File: config.mk
export PLATFORM = sky130hd
export DESIGN_NAME = rsq_sequencer
export DESIGN_NICKNAME = d
export VERILOG_FILES = /design/src/hw/rsq_pkg.sv /design/src/hw/rsq_pin_filter.sv /design/src/hw/rsq_sequencer.sv
export SDC_FILE = /design/constraint.sdc
export NUM_CORES = 1
export LEC_CHECK = 0
export CAP_MARGIN = 10
export CORE_AREA = 2 2 131 133
export DETAILED_ROUTE_END_ITERATION = 7
export DIE_AREA = 0 0 133 135
export DONT_BUFFER_PORTS = 1
export PLACE_DENSITY_LB_ADDON = 0.3
export SLEW_MARGIN = 25
export SYNTH_ARGS = -nofsm -noshare
export SYNTH_HDL_FRONTEND = slang
export SYNTH_SLANG_ARGS = --single-unit
File: constraint.sdc
create_clock -name hclk -period 2.8 [get_ports hclk]
set_input_delay 0.28 -clock hclk [delete_from_list [all_inputs] [get_ports hclk]]
set_output_delay 0.28 -clock hclk [all_outputs]
set_load 0.01 [all_outputs]
File: src/hw/rsq_pkg.sv
// constants, timing counts, register map and types of the reset sequencer
// assumes a single 20 MHz hclk; counts other than PD_SETTLE_CYC are derived from the half clock period
package rsq_pkg;

    // clock and half clock period, in picoseconds
    localparam int CLK_PERIOD_PS = 50000;
    localparam int TCL_PS = CLK_PERIOD_PS / 2;

    // documented times, in half clock periods
    localparam int SYNC_MIN_TCL = 4;
    localparam int ENTER_MAX_TCL = 12;
    localparam int SEQ_TCL = 1024;
    localparam int LATCH_DIV2_TCL = 6;
    localparam int LATCH_TCL = 8;
    localparam int LONG_TCL = 1032;

    // cycle counts: least times round up, longest times round down
    localparam int SYNC_MIN_CYC = (SYNC_MIN_TCL * TCL_PS + CLK_PERIOD_PS - 1) / CLK_PERIOD_PS;
    localparam int ENTER_CYC = (ENTER_MAX_TCL * TCL_PS) / CLK_PERIOD_PS;
    localparam int SEQ_CYC = (SEQ_TCL * TCL_PS + CLK_PERIOD_PS - 1) / CLK_PERIOD_PS;
    localparam int LATCH_DIV2_CYC = (LATCH_DIV2_TCL * TCL_PS + CLK_PERIOD_PS - 1) / CLK_PERIOD_PS;
    localparam int LATCH_CYC = (LATCH_TCL * TCL_PS + CLK_PERIOD_PS - 1) / CLK_PERIOD_PS;
    localparam int LONG_CYC = (LONG_TCL * TCL_PS + CLK_PERIOD_PS - 1) / CLK_PERIOD_PS;
    // pulldown released this many cycles before the sequence end, so the pin settles
    localparam int PD_SETTLE_CYC = 4;

    // counter width and counter compare values
    localparam int CNT_W = 10;
    localparam logic [CNT_W-1:0] CNT_MAX = {CNT_W{1'b1}};
    localparam logic [CNT_W-1:0] SYNC_MIN_CNT = CNT_W'(SYNC_MIN_CYC);
    localparam logic [CNT_W-1:0] LONG_CNT = CNT_W'(LONG_CYC);
    localparam logic [CNT_W-1:0] ENTER_LAST = CNT_W'(ENTER_CYC - 1);
    localparam logic [CNT_W-1:0] SEQ_LAST = CNT_W'(SEQ_CYC - 1);
    localparam logic [CNT_W-1:0] PD_OFF_CNT = CNT_W'(SEQ_CYC - PD_SETTLE_CYC);
    localparam logic [CNT_W-1:0] LATCH_DIV2_LAST = CNT_W'(LATCH_DIV2_CYC - 1);
    localparam logic [CNT_W-1:0] LATCH_LAST = CNT_W'(LATCH_CYC - 1);

    // register map, byte offsets
    localparam int REG_AW = 4;
    localparam logic [REG_AW-1:0] REG_CTRL = 4'h0;
    localparam logic [REG_AW-1:0] REG_CMD = 4'h4;
    localparam logic [REG_AW-1:0] REG_STATUS = 4'h8;
    localparam logic [REG_AW-1:0] REG_CFG = 4'hC;

    // control register fields
    localparam int CTRL_BDRST_BIT = 5;
    localparam int CTRL_POWER_DOWN_CONFIGURATION_BIT_BIT = 6;

    // command keys in the low half of a command write
    localparam logic [15:0] SOFTWARE_RESET_INSTRUCTION_KEY = 16'h5AA5;
    localparam logic [15:0] END_OF_INITIALIZATION_INSTRUCTION_KEY = 16'hC33C;

    // status register fields
    localparam int STAT_STATE_LSB = 0;
    localparam int STAT_CAUSE_LSB = 4;
    localparam int STAT_RESET_OUTPUT_PIN_BIT = 7;
    localparam int STAT_PCLASS_LSB = 8;

    // configuration port and its partial relatch fields
    localparam int CFG_W = 16;
    localparam int CFG_KEEP_HI = 12;
    localparam int CFG_KEEP_LO = 8;
    localparam int CFG_CLR_HI = 7;
    localparam int CFG_CLR_LO = 2;
    localparam logic [CFG_W-1:0] CFG_RESET = 16'h0000;

    // first fetch address, segment 0 offset 0
    localparam logic [23:0] FETCH_START_ADDR = 24'h000000;

    // reset pulse classes
    localparam logic [1:0] PCLASS_NONE = 2'h0;
    localparam logic [1:0] PCLASS_SHORT = 2'h1;
    localparam logic [1:0] PCLASS_LONG = 2'h2;

    // sequencer states
    typedef enum logic [2:0] {
        ST_RUN,
        ST_WDRAIN,
        ST_ENTER,
        ST_SEQ,
        ST_EXTEND,
        ST_LATCH
    } rsq_state_t;

    // reset causes
    typedef enum logic [1:0] {
        CAUSE_ASYNC,
        CAUSE_SYNC,
        CAUSE_SW,
        CAUSE_WDT
    } rsq_cause_t;

endpackage

File: src/hw/rsq_pin_filter.sv
// reset pin synchroniser, low time counter and pulse classifier
// assumes the pin is a plain level; runs on hclk, cleared by hresetn only
`timescale 1ns/1ps
module rsq_pin_filter
    import rsq_pkg::*;
(
    // clock and reset
    input wire logic hclk,
    input wire logic hresetn,
    // raw pin and results
    input wire logic pin_i,
    output logic level_o,
    output logic low_detect_o,
    output logic [1:0] pulse_class_o
);

    logic sync1_q; // first stage, read only by sync2_q
    logic sync2_q; // synchronised level
    logic prev_q; // level one cycle back
    logic [CNT_W-1:0] low_cnt_q; // low time, saturating

    // two flop synchroniser
    always_ff @(posedge hclk or negedge hresetn) begin
        if (!hresetn) begin
            sync1_q <= 1'b1;
            sync2_q <= 1'b1;
            prev_q <= 1'b1;
        end else begin
            sync1_q <= pin_i;
            sync2_q <= sync1_q;
            prev_q <= sync2_q;
        end
    end

    // count low cycles, restart when high
    always_ff @(posedge hclk or negedge hresetn) begin
        if (!hresetn) begin
            low_cnt_q <= '0;
        end else if (sync2_q) begin
            low_cnt_q <= '0;
        end else if (low_cnt_q != CNT_MAX) begin
            low_cnt_q <= low_cnt_q + 1'b1;
        end
    end

    // classify the pulse at its rising edge
    always_ff @(posedge hclk or negedge hresetn) begin
        if (!hresetn) begin
            pulse_class_o <= PCLASS_NONE;
        end else if (sync2_q && !prev_q) begin
            if (low_cnt_q > LONG_CNT) begin
                pulse_class_o <= PCLASS_LONG;
            end else if (low_cnt_q >= SYNC_MIN_CNT) begin
                pulse_class_o <= PCLASS_SHORT;
            end
        end
    end

    // low long enough to start a warm reset
    assign level_o = sync2_q;
    assign low_detect_o = !sync2_q && (low_cnt_q >= SYNC_MIN_CNT);

endmodule

File: src/hw/rsq_sequencer.sv
// What this block does
// - pin low with vpp low resets at once
// - async reset: outputs safe, bus abort, pullups
// - on exit latch config, strobes inactive
// - restart fetch at address zero, segment zero
// - latch after 3 or 4 cycles
// - warm reset: drain within six cycles
// - pulldown only if enable bit; reset clears it
// - sequence 512 cycles, extend while pin low
// - vpp falling during warm reset goes async
// - keyed software reset command starts sequence
// - software reset relatches bits 12..8 only
// - watchdog overflow starts the reset sequence
// - watchdog: finish bus cycle unless ready high
// - watchdog reset relatches bits 12..8 only
// - pulldown signals warm, watchdog, software resets
// - reset output held low until end of init
// - power down bit enables vpp pullup
// - classify pulses short or long
//
// reset sequencer top with its ahb-lite register slave
// assumes one 20 MHz hclk, strap pll_bypass_div2_i stable, single word transfers
`timescale 1ns/1ps
module rsq_sequencer
    import rsq_pkg::*;
(
    // clock and reset
    input wire logic hclk,
    input wire logic hresetn,
    // ahb-lite slave
    input wire logic hsel,
    input wire logic [31:0] haddr,
    input wire logic [1:0] htrans,
    input wire logic hwrite,
    input wire logic [2:0] hsize,
    input wire logic [31:0] hwdata,
    input wire logic hready,
    output logic [31:0] hrdata,
    output logic hreadyout,
    output logic hresp,
    // reset pins
    input wire logic reset_input_pin_i,
    output logic reset_input_pin_o,
    output logic reset_input_pin_oe,
    input wire logic vpp_pin_i,
    output logic vpp_pullup_o,
    output logic reset_output_pin_o,
    // configuration port
    input wire logic [CFG_W-1:0] configuration_port_i,
    output logic configuration_port_pullup_o,
    output logic [CFG_W-1:0] config_latched_o,
    input wire logic pll_bypass_div2_i,
    // watchdog and bus status
    input wire logic wdt_overflow_i,
    input wire logic bus_cycle_active_i,
    input wire logic bus_uses_ready_i,
    input wire logic bus_wait_done_i,
    input wire logic ready_n_i,
    input wire logic int_access_busy_i,
    // core side strobes
    input wire logic core_ale_i,
    input wire logic core_rd_n_i,
    input wire logic core_wr_n_i,
    output logic ale_o,
    output logic rd_n_o,
    output logic wr_n_o,
    // core control
    output logic core_reset_o,
    output logic hold_cancel_o,
    output logic io_tristate_o,
    output logic bus_abort_o,
    output logic fetch_start_o,
    output logic [23:0] fetch_addr_o
);

    // async reset: board reset, or pin low while vpp low
    logic arst_n;
    assign arst_n = hresetn & (reset_input_pin_i | vpp_pin_i);

    // sequencer state
    rsq_state_t state_q; // current state
    logic [CNT_W-1:0] cnt_q; // per state cycle count
    rsq_cause_t cause_q; // why the last reset started
    logic reset_output_pin_q; // reset output level
    logic abort_q; // bus abort request
    logic vpp_pu_q; // vpp pullup enable
    logic fetch_q; // restart pulse
    logic [23:0] fetch_addr_q; // restart address
    logic [CFG_W-1:0] cfg_q; // latched configuration
    logic bidirectional_reset_enable_q; // bidirectional reset enable
    logic power_down_configuration_bit_q; // power down configuration bit

    // pin filter results
    logic pin_level; // synchronised pin
    logic pin_low_detect; // warm reset request
    logic [1:0] pulse_class; // last pulse class

    // bus side
    logic ap_valid_q; // data phase pending
    logic ap_write_q; // pending is a write
    logic [REG_AW-1:0] ap_addr_q; // pending offset
    logic ap_hit_q; // pending had upper address bits zero
    logic [31:0] rdata_q; // read data
    logic [31:0] rd_word; // read mux
    logic wr_cmd; // command write this cycle
    logic software_reset_instruction_cmd; // keyed software reset
    logic end_of_initialization_instruction_cmd; // end of initialisation
    logic addr_hit; // address within map

    // decoded helpers
    logic in_reset; // drivers off, holds cancelled
    logic latch_done; // last latch cycle
    logic [CNT_W-1:0] latch_last; // latch delay for this strap
    logic trigger; // a reset starts from run
    logic in_latch; // latch state, for the port pullup and checks

    // pin synchroniser and pulse measurement
    rsq_pin_filter u_filter (
        .hclk(hclk),
        .hresetn(hresetn),
        .pin_i(reset_input_pin_i),
        .level_o(pin_level),
        .low_detect_o(pin_low_detect),
        .pulse_class_o(pulse_class)
    );

    // combinational decode
    assign latch_last = pll_bypass_div2_i ? LATCH_DIV2_LAST : LATCH_LAST;
    assign latch_done = (state_q == ST_LATCH) && (cnt_q == latch_last);
    assign trigger = (state_q == ST_RUN) && (pin_low_detect || wdt_overflow_i || software_reset_instruction_cmd);
    assign in_reset = (state_q != ST_RUN) && (state_q != ST_WDRAIN);
    assign in_latch = (state_q == ST_LATCH);

    // state machine; async reset leaves it waiting to latch
    always_ff @(posedge hclk or negedge arst_n) begin
        if (!arst_n) begin
            state_q <= ST_LATCH;
            cnt_q <= '0;
            cause_q <= CAUSE_ASYNC;
        end else begin
            unique case (state_q)
                // normal running: watch for reset sources
                ST_RUN: begin
                    cnt_q <= '0;
                    if (pin_low_detect) begin
                        state_q <= ST_ENTER;
                        cause_q <= CAUSE_SYNC;
                    end else if (wdt_overflow_i) begin
                        state_q <= ST_WDRAIN;
                        cause_q <= CAUSE_WDT;
                    end else if (software_reset_instruction_cmd) begin
                        state_q <= ST_ENTER;
                        cause_q <= CAUSE_SW;
                    end
                end
                // watchdog: let the bus cycle finish or abort it
                ST_WDRAIN: begin
                    if (!bus_cycle_active_i) begin
                        state_q <= ST_ENTER;
                    end else if (bus_wait_done_i && bus_uses_ready_i && ready_n_i) begin
                        state_q <= ST_ENTER;
                    end
                end
                // drain internal access, bounded
                ST_ENTER: begin
                    cnt_q <= cnt_q + 1'b1;
                    if (!int_access_busy_i || (cnt_q == ENTER_LAST)) begin
                        state_q <= ST_SEQ;
                        cnt_q <= '0;
                    end
                end
                // fixed internal sequence, then sample the pin
                ST_SEQ: begin
                    cnt_q <= cnt_q + 1'b1;
                    if (cnt_q == SEQ_LAST) begin
                        cnt_q <= '0;
                        state_q <= pin_level ? ST_LATCH : ST_EXTEND;
                    end
                end
                // extended while the pin stays low
                ST_EXTEND: begin
                    cnt_q <= '0;
                    if (pin_level) begin
                        state_q <= ST_LATCH;
                    end
                end
                // delay from rising edge to configuration latch
                ST_LATCH: begin
                    cnt_q <= cnt_q + 1'b1;
                    if (latch_done) begin
                        state_q <= ST_RUN;
                        cnt_q <= '0;
                    end
                end
                default: begin
                    state_q <= ST_LATCH;
                    cnt_q <= '0;
                end
            endcase
        end
    end

    // reset output: low from any reset until end of init
    always_ff @(posedge hclk or negedge arst_n) begin
        if (!arst_n) begin
            reset_output_pin_q <= 1'b0;
        end else if (trigger) begin
            reset_output_pin_q <= 1'b0;
        end else if (end_of_initialization_instruction_cmd && (state_q == ST_RUN)) begin
            reset_output_pin_q <= 1'b1;
        end
    end

    // bus abort request, held until restart
    always_ff @(posedge hclk or negedge arst_n) begin
        if (!arst_n) begin
            abort_q <= 1'b1;
        end else if ((state_q == ST_RUN) && !wdt_overflow_i && trigger) begin
            abort_q <= 1'b1;
        end else if ((state_q == ST_WDRAIN) && bus_cycle_active_i && bus_wait_done_i
                     && bus_uses_ready_i && ready_n_i) begin
            abort_q <= 1'b1;
        end else if (latch_done) begin
            abort_q <= 1'b0;
        end
    end

    // restart pulse, fetch address and vpp pullup
    always_ff @(posedge hclk or negedge arst_n) begin
        if (!arst_n) begin
            fetch_q <= 1'b0;
            fetch_addr_q <= FETCH_START_ADDR;
            vpp_pu_q <= 1'b0;
        end else begin
            fetch_q <= latch_done;
            if (latch_done) begin
                fetch_addr_q <= FETCH_START_ADDR;
                vpp_pu_q <= power_down_configuration_bit_q;
            end else if (trigger) begin
                vpp_pu_q <= 1'b0;
            end
        end
    end

    // configuration latch: full, or partial after software and watchdog
    always_ff @(posedge hclk or negedge hresetn) begin
        if (!hresetn) begin
            cfg_q <= CFG_RESET;
        end else if (latch_done) begin
            if ((cause_q == CAUSE_SW) || (cause_q == CAUSE_WDT)) begin
                cfg_q[CFG_KEEP_HI:CFG_KEEP_LO] <= configuration_port_i[CFG_KEEP_HI:CFG_KEEP_LO];
                cfg_q[CFG_CLR_HI:CFG_CLR_LO] <= '0;
            end else begin
                cfg_q <= configuration_port_i;
            end
        end
    end

    // control bits: software sets, every completed reset clears enable
    always_ff @(posedge hclk or negedge hresetn) begin
        if (!hresetn) begin
            bidirectional_reset_enable_q <= 1'b0;
            power_down_configuration_bit_q <= 1'b0;
        end else if (latch_done) begin
            bidirectional_reset_enable_q <= 1'b0;
        end else if (wr_cmd == 1'b0 && ap_valid_q && ap_write_q && addr_hit
                     && (ap_addr_q == REG_CTRL)) begin
            bidirectional_reset_enable_q <= hwdata[CTRL_BDRST_BIT];
            power_down_configuration_bit_q <= hwdata[CTRL_POWER_DOWN_CONFIGURATION_BIT_BIT];
        end
    end

    // ahb address phase capture
    always_ff @(posedge hclk or negedge hresetn) begin
        if (!hresetn) begin
            ap_valid_q <= 1'b0;
            ap_write_q <= 1'b0;
            ap_addr_q <= '0;
            ap_hit_q <= 1'b0;
            rdata_q <= '0;
        end else if (hready) begin
            ap_valid_q <= hsel && htrans[1];
            ap_write_q <= hwrite;
            ap_addr_q <= haddr[REG_AW-1:0];
            ap_hit_q <= (haddr[31:REG_AW] == '0);
            rdata_q <= (hsel && htrans[1] && !hwrite && (haddr[31:REG_AW] == '0)) ? rd_word : '0;
        end
    end

    // read mux for the offset in the address phase
    always_comb begin
        rd_word = '0;
        unique case (haddr[REG_AW-1:0])
            REG_CTRL: begin
                rd_word[CTRL_BDRST_BIT] = bidirectional_reset_enable_q;
                rd_word[CTRL_POWER_DOWN_CONFIGURATION_BIT_BIT] = power_down_configuration_bit_q;
            end
            REG_STATUS: begin
                rd_word[STAT_STATE_LSB +: 3] = state_q;
                rd_word[STAT_CAUSE_LSB +: 2] = cause_q;
                rd_word[STAT_RESET_OUTPUT_PIN_BIT] = reset_output_pin_q;
                rd_word[STAT_PCLASS_LSB +: 2] = pulse_class;
            end
            REG_CFG: begin
                rd_word[CFG_W-1:0] = cfg_q;
            end
            default: begin
                rd_word = '0;
            end
        endcase
    end

    // data phase write decode; upper address bits must be zero
    assign addr_hit = ap_hit_q;
    assign wr_cmd = ap_valid_q && ap_write_q && addr_hit && (ap_addr_q == REG_CMD);
    assign software_reset_instruction_cmd = wr_cmd && (hwdata[15:0] == SOFTWARE_RESET_INSTRUCTION_KEY);
    assign end_of_initialization_instruction_cmd = wr_cmd && (hwdata[15:0] == END_OF_INITIALIZATION_INSTRUCTION_KEY);

    // bus outputs: zero wait, always okay
    assign hrdata = rdata_q;
    assign hreadyout = 1'b1;
    assign hresp = 1'b0;

    // pin and core outputs
    assign reset_output_pin_o = reset_output_pin_q;
    assign reset_input_pin_o = 1'b0;
    assign reset_input_pin_oe = bidirectional_reset_enable_q && (cause_q != CAUSE_ASYNC)
        && ((state_q == ST_ENTER) || ((state_q == ST_SEQ) && (cnt_q < PD_OFF_CNT)));
    assign vpp_pullup_o = vpp_pu_q;
    assign configuration_port_pullup_o = in_latch && (cause_q == CAUSE_ASYNC);
    assign config_latched_o = cfg_q;
    assign ale_o = in_reset ? 1'b0 : core_ale_i;
    assign rd_n_o = in_reset ? 1'b1 : core_rd_n_i;
    assign wr_n_o = in_reset ? 1'b1 : core_wr_n_i;
    assign core_reset_o = (state_q != ST_RUN);
    assign hold_cancel_o = in_reset;
    assign io_tristate_o = in_reset;
    assign bus_abort_o = abort_q;
    assign fetch_start_o = fetch_q;
    assign fetch_addr_o = fetch_addr_q;

    // checks
    localparam int A_ENTER_MAX = 6;
endmodule

==> results list <==
- The worst setup path is captured at a register.
- Area Growth Syn to Fin: 10.4%
- Global-route wire length before repair: 16.8 mm
- The number of buffers and inverters on the critical path is 0.
- The count of buffers added on input and output ports is 0.
* Die Area: 18000 µm²
- Class of the tightest hold or removal check: input pin to register
- Traced cell by cell, the critical path runs through or4b_2 -> nor4_2 -> nand3_1 -> a21oi_1 -> o21ai_0.
- Vias/cell: 4.69
* Cell area after technology mapping: 4060 µm²
* Total of fill cells in the finished design: 1722
- The clock drives 75 sinks.
* Area share of the largest cell type after synthesis: 0.425
- The worst path needs 2.40 ns of the cycle, external delays included.
- Unrepaired setup endpoints after global routing: false
* CP arrival: 2.60 ns
* Number of nets in the layout: 521
* CP top delay family: simple AND/OR/NAND/NOR gates
- Number of standard-cell rows in the floorplan: 47
- Hold buffer count at CTS: 3
- The initial utilization of the core area, before any placement, comes to 0.247.
- The final hold violation count came to 0.
- At the pin with the least slew margin, the transition time is 0.807 ns.
- Count of flip-flops with a built-in enable after synthesis: 0
* Synthesized flop and latch total: 75
* CTS Buffer Depth: 2
- CORE AREA: 16400 µm²
* Status: finished, final reports clean
- Summed over all failing endpoints, the final setup total negative slack is 0 ns.
* Die X: 133 µm
* Yosys synthesis warning count: 0
* Final std cell area, no fill: 4480 µm²
- Yosys mapped the design onto 66 distinct sky130hd cell types.
- Once placement finished, the instance area stood at 4110 µm².
- Setup bufs post-CTS: 0
- Leakage: 0.00195 µW
- CTS built an H-tree with a depth of 3.
* Share of layout cells above drive strength 1: 0.129
- Post-detail-place hpwl: 8.46 mm
* Post-route antenna net violation count: 0
- In this run, the number of DRC markers left after iteration 0 of detailed routing was 121.
* Antenna violations before repair: 0
- Based on the critical path, the design can be clocked at up to 416 MHz.
* Post-Synthesis Mean Instance Area: 9.92 µm²
* Max-cap violations: 0
* Clock tree root buffer cell: sky130_fd_sc_hd__clkbuf_16
* Aggregate global routing overflow: 0
- The largest individual stage delay along the critical path comes from the cell sky130_fd_sc_hd__or4b_2.
* Biggest fanout along the worst timing path: 4
- By startpoint and endpoint, the worst setup path is classified as register to register.
* Layout Skew: 0.00787 ns
- The first TritonRoute pass finished after 4 iterations.
- The design draws 3540 µW.
- Power per cell area: 789 nW/µm²
- Remaining routing DRC violations: 0
- Cell type with the highest aggregate area in the netlist: sky130_fd_sc_hd__dfrtp_1
- Clock tree synthesis inserted a total of 9 buffers.
- Maximum single-stage delay on the critical path: 0.69 ns
- The routed layout has 2996 vias.
* Remaining max-slew budget at the tightest pin: 0.460
* Global router's overall resource usage: 0.125
* Clock slew at reported path FFs: 0.06 ns
* Die extent in y: 135 µm
- Startpoint kind of the worst setup timing path: register
- Count of pins over their slew limit: 0
* Last weighted congestion value of the routability-driven placer: 0.809
- Resize count post-CTS: 0
- Latest clock arrival within the worst-skew pair: 0.34 ns
- Synth Flop Type: sky130_fd_sc_hd__dfrtp_1
- Fraction of the yosys area taken by sequential cells: 0.464
* Antenna Diode Count: 0
- Tcrit/Tclk final: 0.858
- Synthesis handed over a netlist of 409 instances.
- Required time of the critical path: 3.00 ns
* Number of global-route vias before repair: 2922
* Final Setup Violations: 0
- Routed wire length: 11.1 mm
* TritonCTS clock tree: done
- During I/O placement, the number of pins put on the boundary was 189.
- Routed WL per cell: 17.4 µm
- VDD sags by at most 0.000396 V.
- After synthesis, the share of flip-flops with an asynchronous set or reset is 1.00.
* Ranking of synthesized cells by area: sky130_fd_sc_hd__dfrtp_1 43%, sky130_fd_sc_hd__buf_4 8.7%, sky130_fd_sc_hd__nand2_1 4.7%, sky130_fd_sc_hd__dfstp_2 3.9%, sky130_fd_sc_hd__mux2_2 3.6%
- Largest net degree at the start of global routing: 57
[cell usage after synthesis (3+ instances only)]
cell	n
sky130_fd_sc_hd__nor3_1	16
sky130_fd_sc_hd__a31oi_1	3
sky130_fd_sc_hd__nor4_1	13
sky130_fd_sc_hd__mux2i_1	8
sky130_fd_sc_hd__a21oi_1	11
sky130_fd_sc_hd__dfstp_2	6
sky130_fd_sc_hd__o21a_1	4
sky130_fd_sc_hd__nor2_1	22
sky130_fd_sc_hd__nand4_1	4
sky130_fd_sc_hd__dfrtp_1	69
sky130_fd_sc_hd__nand3b_1	8
sky130_fd_sc_hd__mux2_2	13
sky130_fd_sc_hd__ha_1	4
sky130_fd_sc_hd__clkbuf_1	6
sky130_fd_sc_hd__a22o_1	10
sky130_fd_sc_hd__o2bb2ai_1	7
sky130_fd_sc_hd__nand3_1	12
sky130_fd_sc_hd__buf_4	47
sky130_fd_sc_hd__xnor2_1	5
sky130_fd_sc_hd__o21ai_0	15
sky130_fd_sc_hd__nand2_1	51
sky130_fd_sc_hd__inv_1	13
sky130_fd_sc_hd__a21o_1	4
sky130_fd_sc_hd__or3_1	6
[registers in the layout, summed over array words and instances (netlist names), 2 cells and up, named ones only]
name and cells:
u_filter.pulse_class_o 2, hrdata 16, ap_addr_q 4, u_filter.low_cnt_q 10, cnt_q 10, state_q 2, config_latched_o 16, cause_q 2
[routing by layer]
| layer | wire (µm) | GRT usage | vias up |
|---|---|---|---|
| met2 | 5240 | 0.203 | 139 |
| met3 | 799 | 0.0465 | 12 |
| met4 | 166 | 0.0346 | 0 |
| met5 | 0 | 0 | - |
| li1 | - | - | 1396 |
| met1 | 4900 | 0.157 | 1449 |
[worst paths after layout]
kind	end	slack [ns]	cells past startpoint	from
max in group asynchronous	cause_q[1]$_DFFE_PN0P_	1.08	3	hresetn
max	vpp_pullup_o$_DFFE_PN0P_	0.40	5	ap_addr_q[0]$_DFFE_PN0P_
max reg2reg	vpp_pullup_o$_DFFE_PN0P_	0.40	5	ap_addr_q[0]$_DFFE_PN0P_
min reg2reg	u_filter.level_o$_DFF_PN1_	0.36	0	u_filter.sync1_q$_DFF_PN1_
min	config_latched_o[10]$_DFFE_PN0P_	0.05	2	configuration_port_i[10]
min in group asynchronous	hrdata[7]$_DFFE_PN0P_	0.46	2	hresetn
[placed cells by master (no fill, tap or decap), types with 3 or more instances in the layout]
cell	instances
sky130_fd_sc_hd__dfrtp_1	69
sky130_fd_sc_hd__or3_1	6
sky130_fd_sc_hd__mux2_2	13
sky130_fd_sc_hd__a21oi_1	11
sky130_fd_sc_hd__a22o_1	10
sky130_fd_sc_hd__o2bb2ai_1	7
sky130_fd_sc_hd__o21a_1	3
sky130_fd_sc_hd__nor2_1	22
sky130_fd_sc_hd__conb_1	43
sky130_fd_sc_hd__ha_1	4
sky130_fd_sc_hd__dlygate4sd3_1	6
sky130_fd_sc_hd__nand4_1	4
sky130_fd_sc_hd__buf_4	5
sky130_fd_sc_hd__nor3_1	16
sky130_fd_sc_hd__nor4_1	13
sky130_fd_sc_hd__nand3_1	12
sky130_fd_sc_hd__a21o_1	4
sky130_fd_sc_hd__nand3b_1	8
sky130_fd_sc_hd__dfstp_2	6
sky130_fd_sc_hd__clkbuf_16	9
sky130_fd_sc_hd__o21ai_0	15
sky130_fd_sc_hd__inv_1	13
sky130_fd_sc_hd__mux2i_1	8
sky130_fd_sc_hd__nand2_1	51
sky130_fd_sc_hd__a31oi_1	3
sky130_fd_sc_hd__xnor2_1	5
[through the flow]
stage / instances / utilization / setup WS, ns / hold slack (ns)
2_1_floorplan: 450 / - / 0.831 / -0.0156
3_3_place_gp: 617 / 0.251 / 0.448 / -0.0117
3_5_place_dp: 617 / 0.251 / 0.440 / -0.0116
5_1_grt: 639 / 0.273 / 0.210 / 0.0404
6_report: 639 / 0.273 / 0.399 / 0.0456
4_1_cts: 635 / 0.271 / 0.419 / 0.0305
[power breakdown]
part	leakage [µW]	internal, µW	switching (µW)	total [µW]
registers	0.000984	1290	349	1640
clock network	0.000137	641	454	1100
logic	0.000833	343	464	807
total	0.00195	2270	1270	3540
[logic make-up (layout without fill, tap and decap cells)]
kind of cell | count (synthesis) | after routing | synth area share
other | 2 | 43 | 0.00185
DFF | 75 | 75 | 0.464
xor gates and xnor gates | 6 | 6 | 0.0129
muxes | 21 | 21 | 0.0558
buffers and inverters | 72 | 41 | 0.114
and+or+nand+nor | 159 | 159 | 0.212
adders and majority gates | 4 | 4 | 0.0123
AOI/OAI and AO/OA | 70 | 70 | 0.126
[worst register-to-register path, stage by stage (launching register included)]
cell                      delay, ns
sky130_fd_sc_hd__dfrtp_1       0.38
sky130_fd_sc_hd__or4b_2        0.69
sky130_fd_sc_hd__nor4_2        0.41
sky130_fd_sc_hd__nand3_1       0.25
sky130_fd_sc_hd__a21oi_1       0.38
sky130_fd_sc_hd__o21ai_0       0.16
[area by class of cell]
| class | count | area, µm² | area share |
|---|---|---|---|
| Tap cell | 220 | 275 | 0.0614 |
| Clock buffer | 11 | 253 | 0.0564 |
| Inverter | 14 | 52.6 | 0.0117 |
| Sequential cell | 75 | 1880 | 0.420 |
| Clock inverter | 4 | 26.3 | 0.00586 |
| Timing Repair Buffer | 12 | 125 | 0.0279 |
| Multi-Input combinational cell | 303 | 1870 | 0.416 |
No activity file was read; power rests on OpenSTA's default activity.
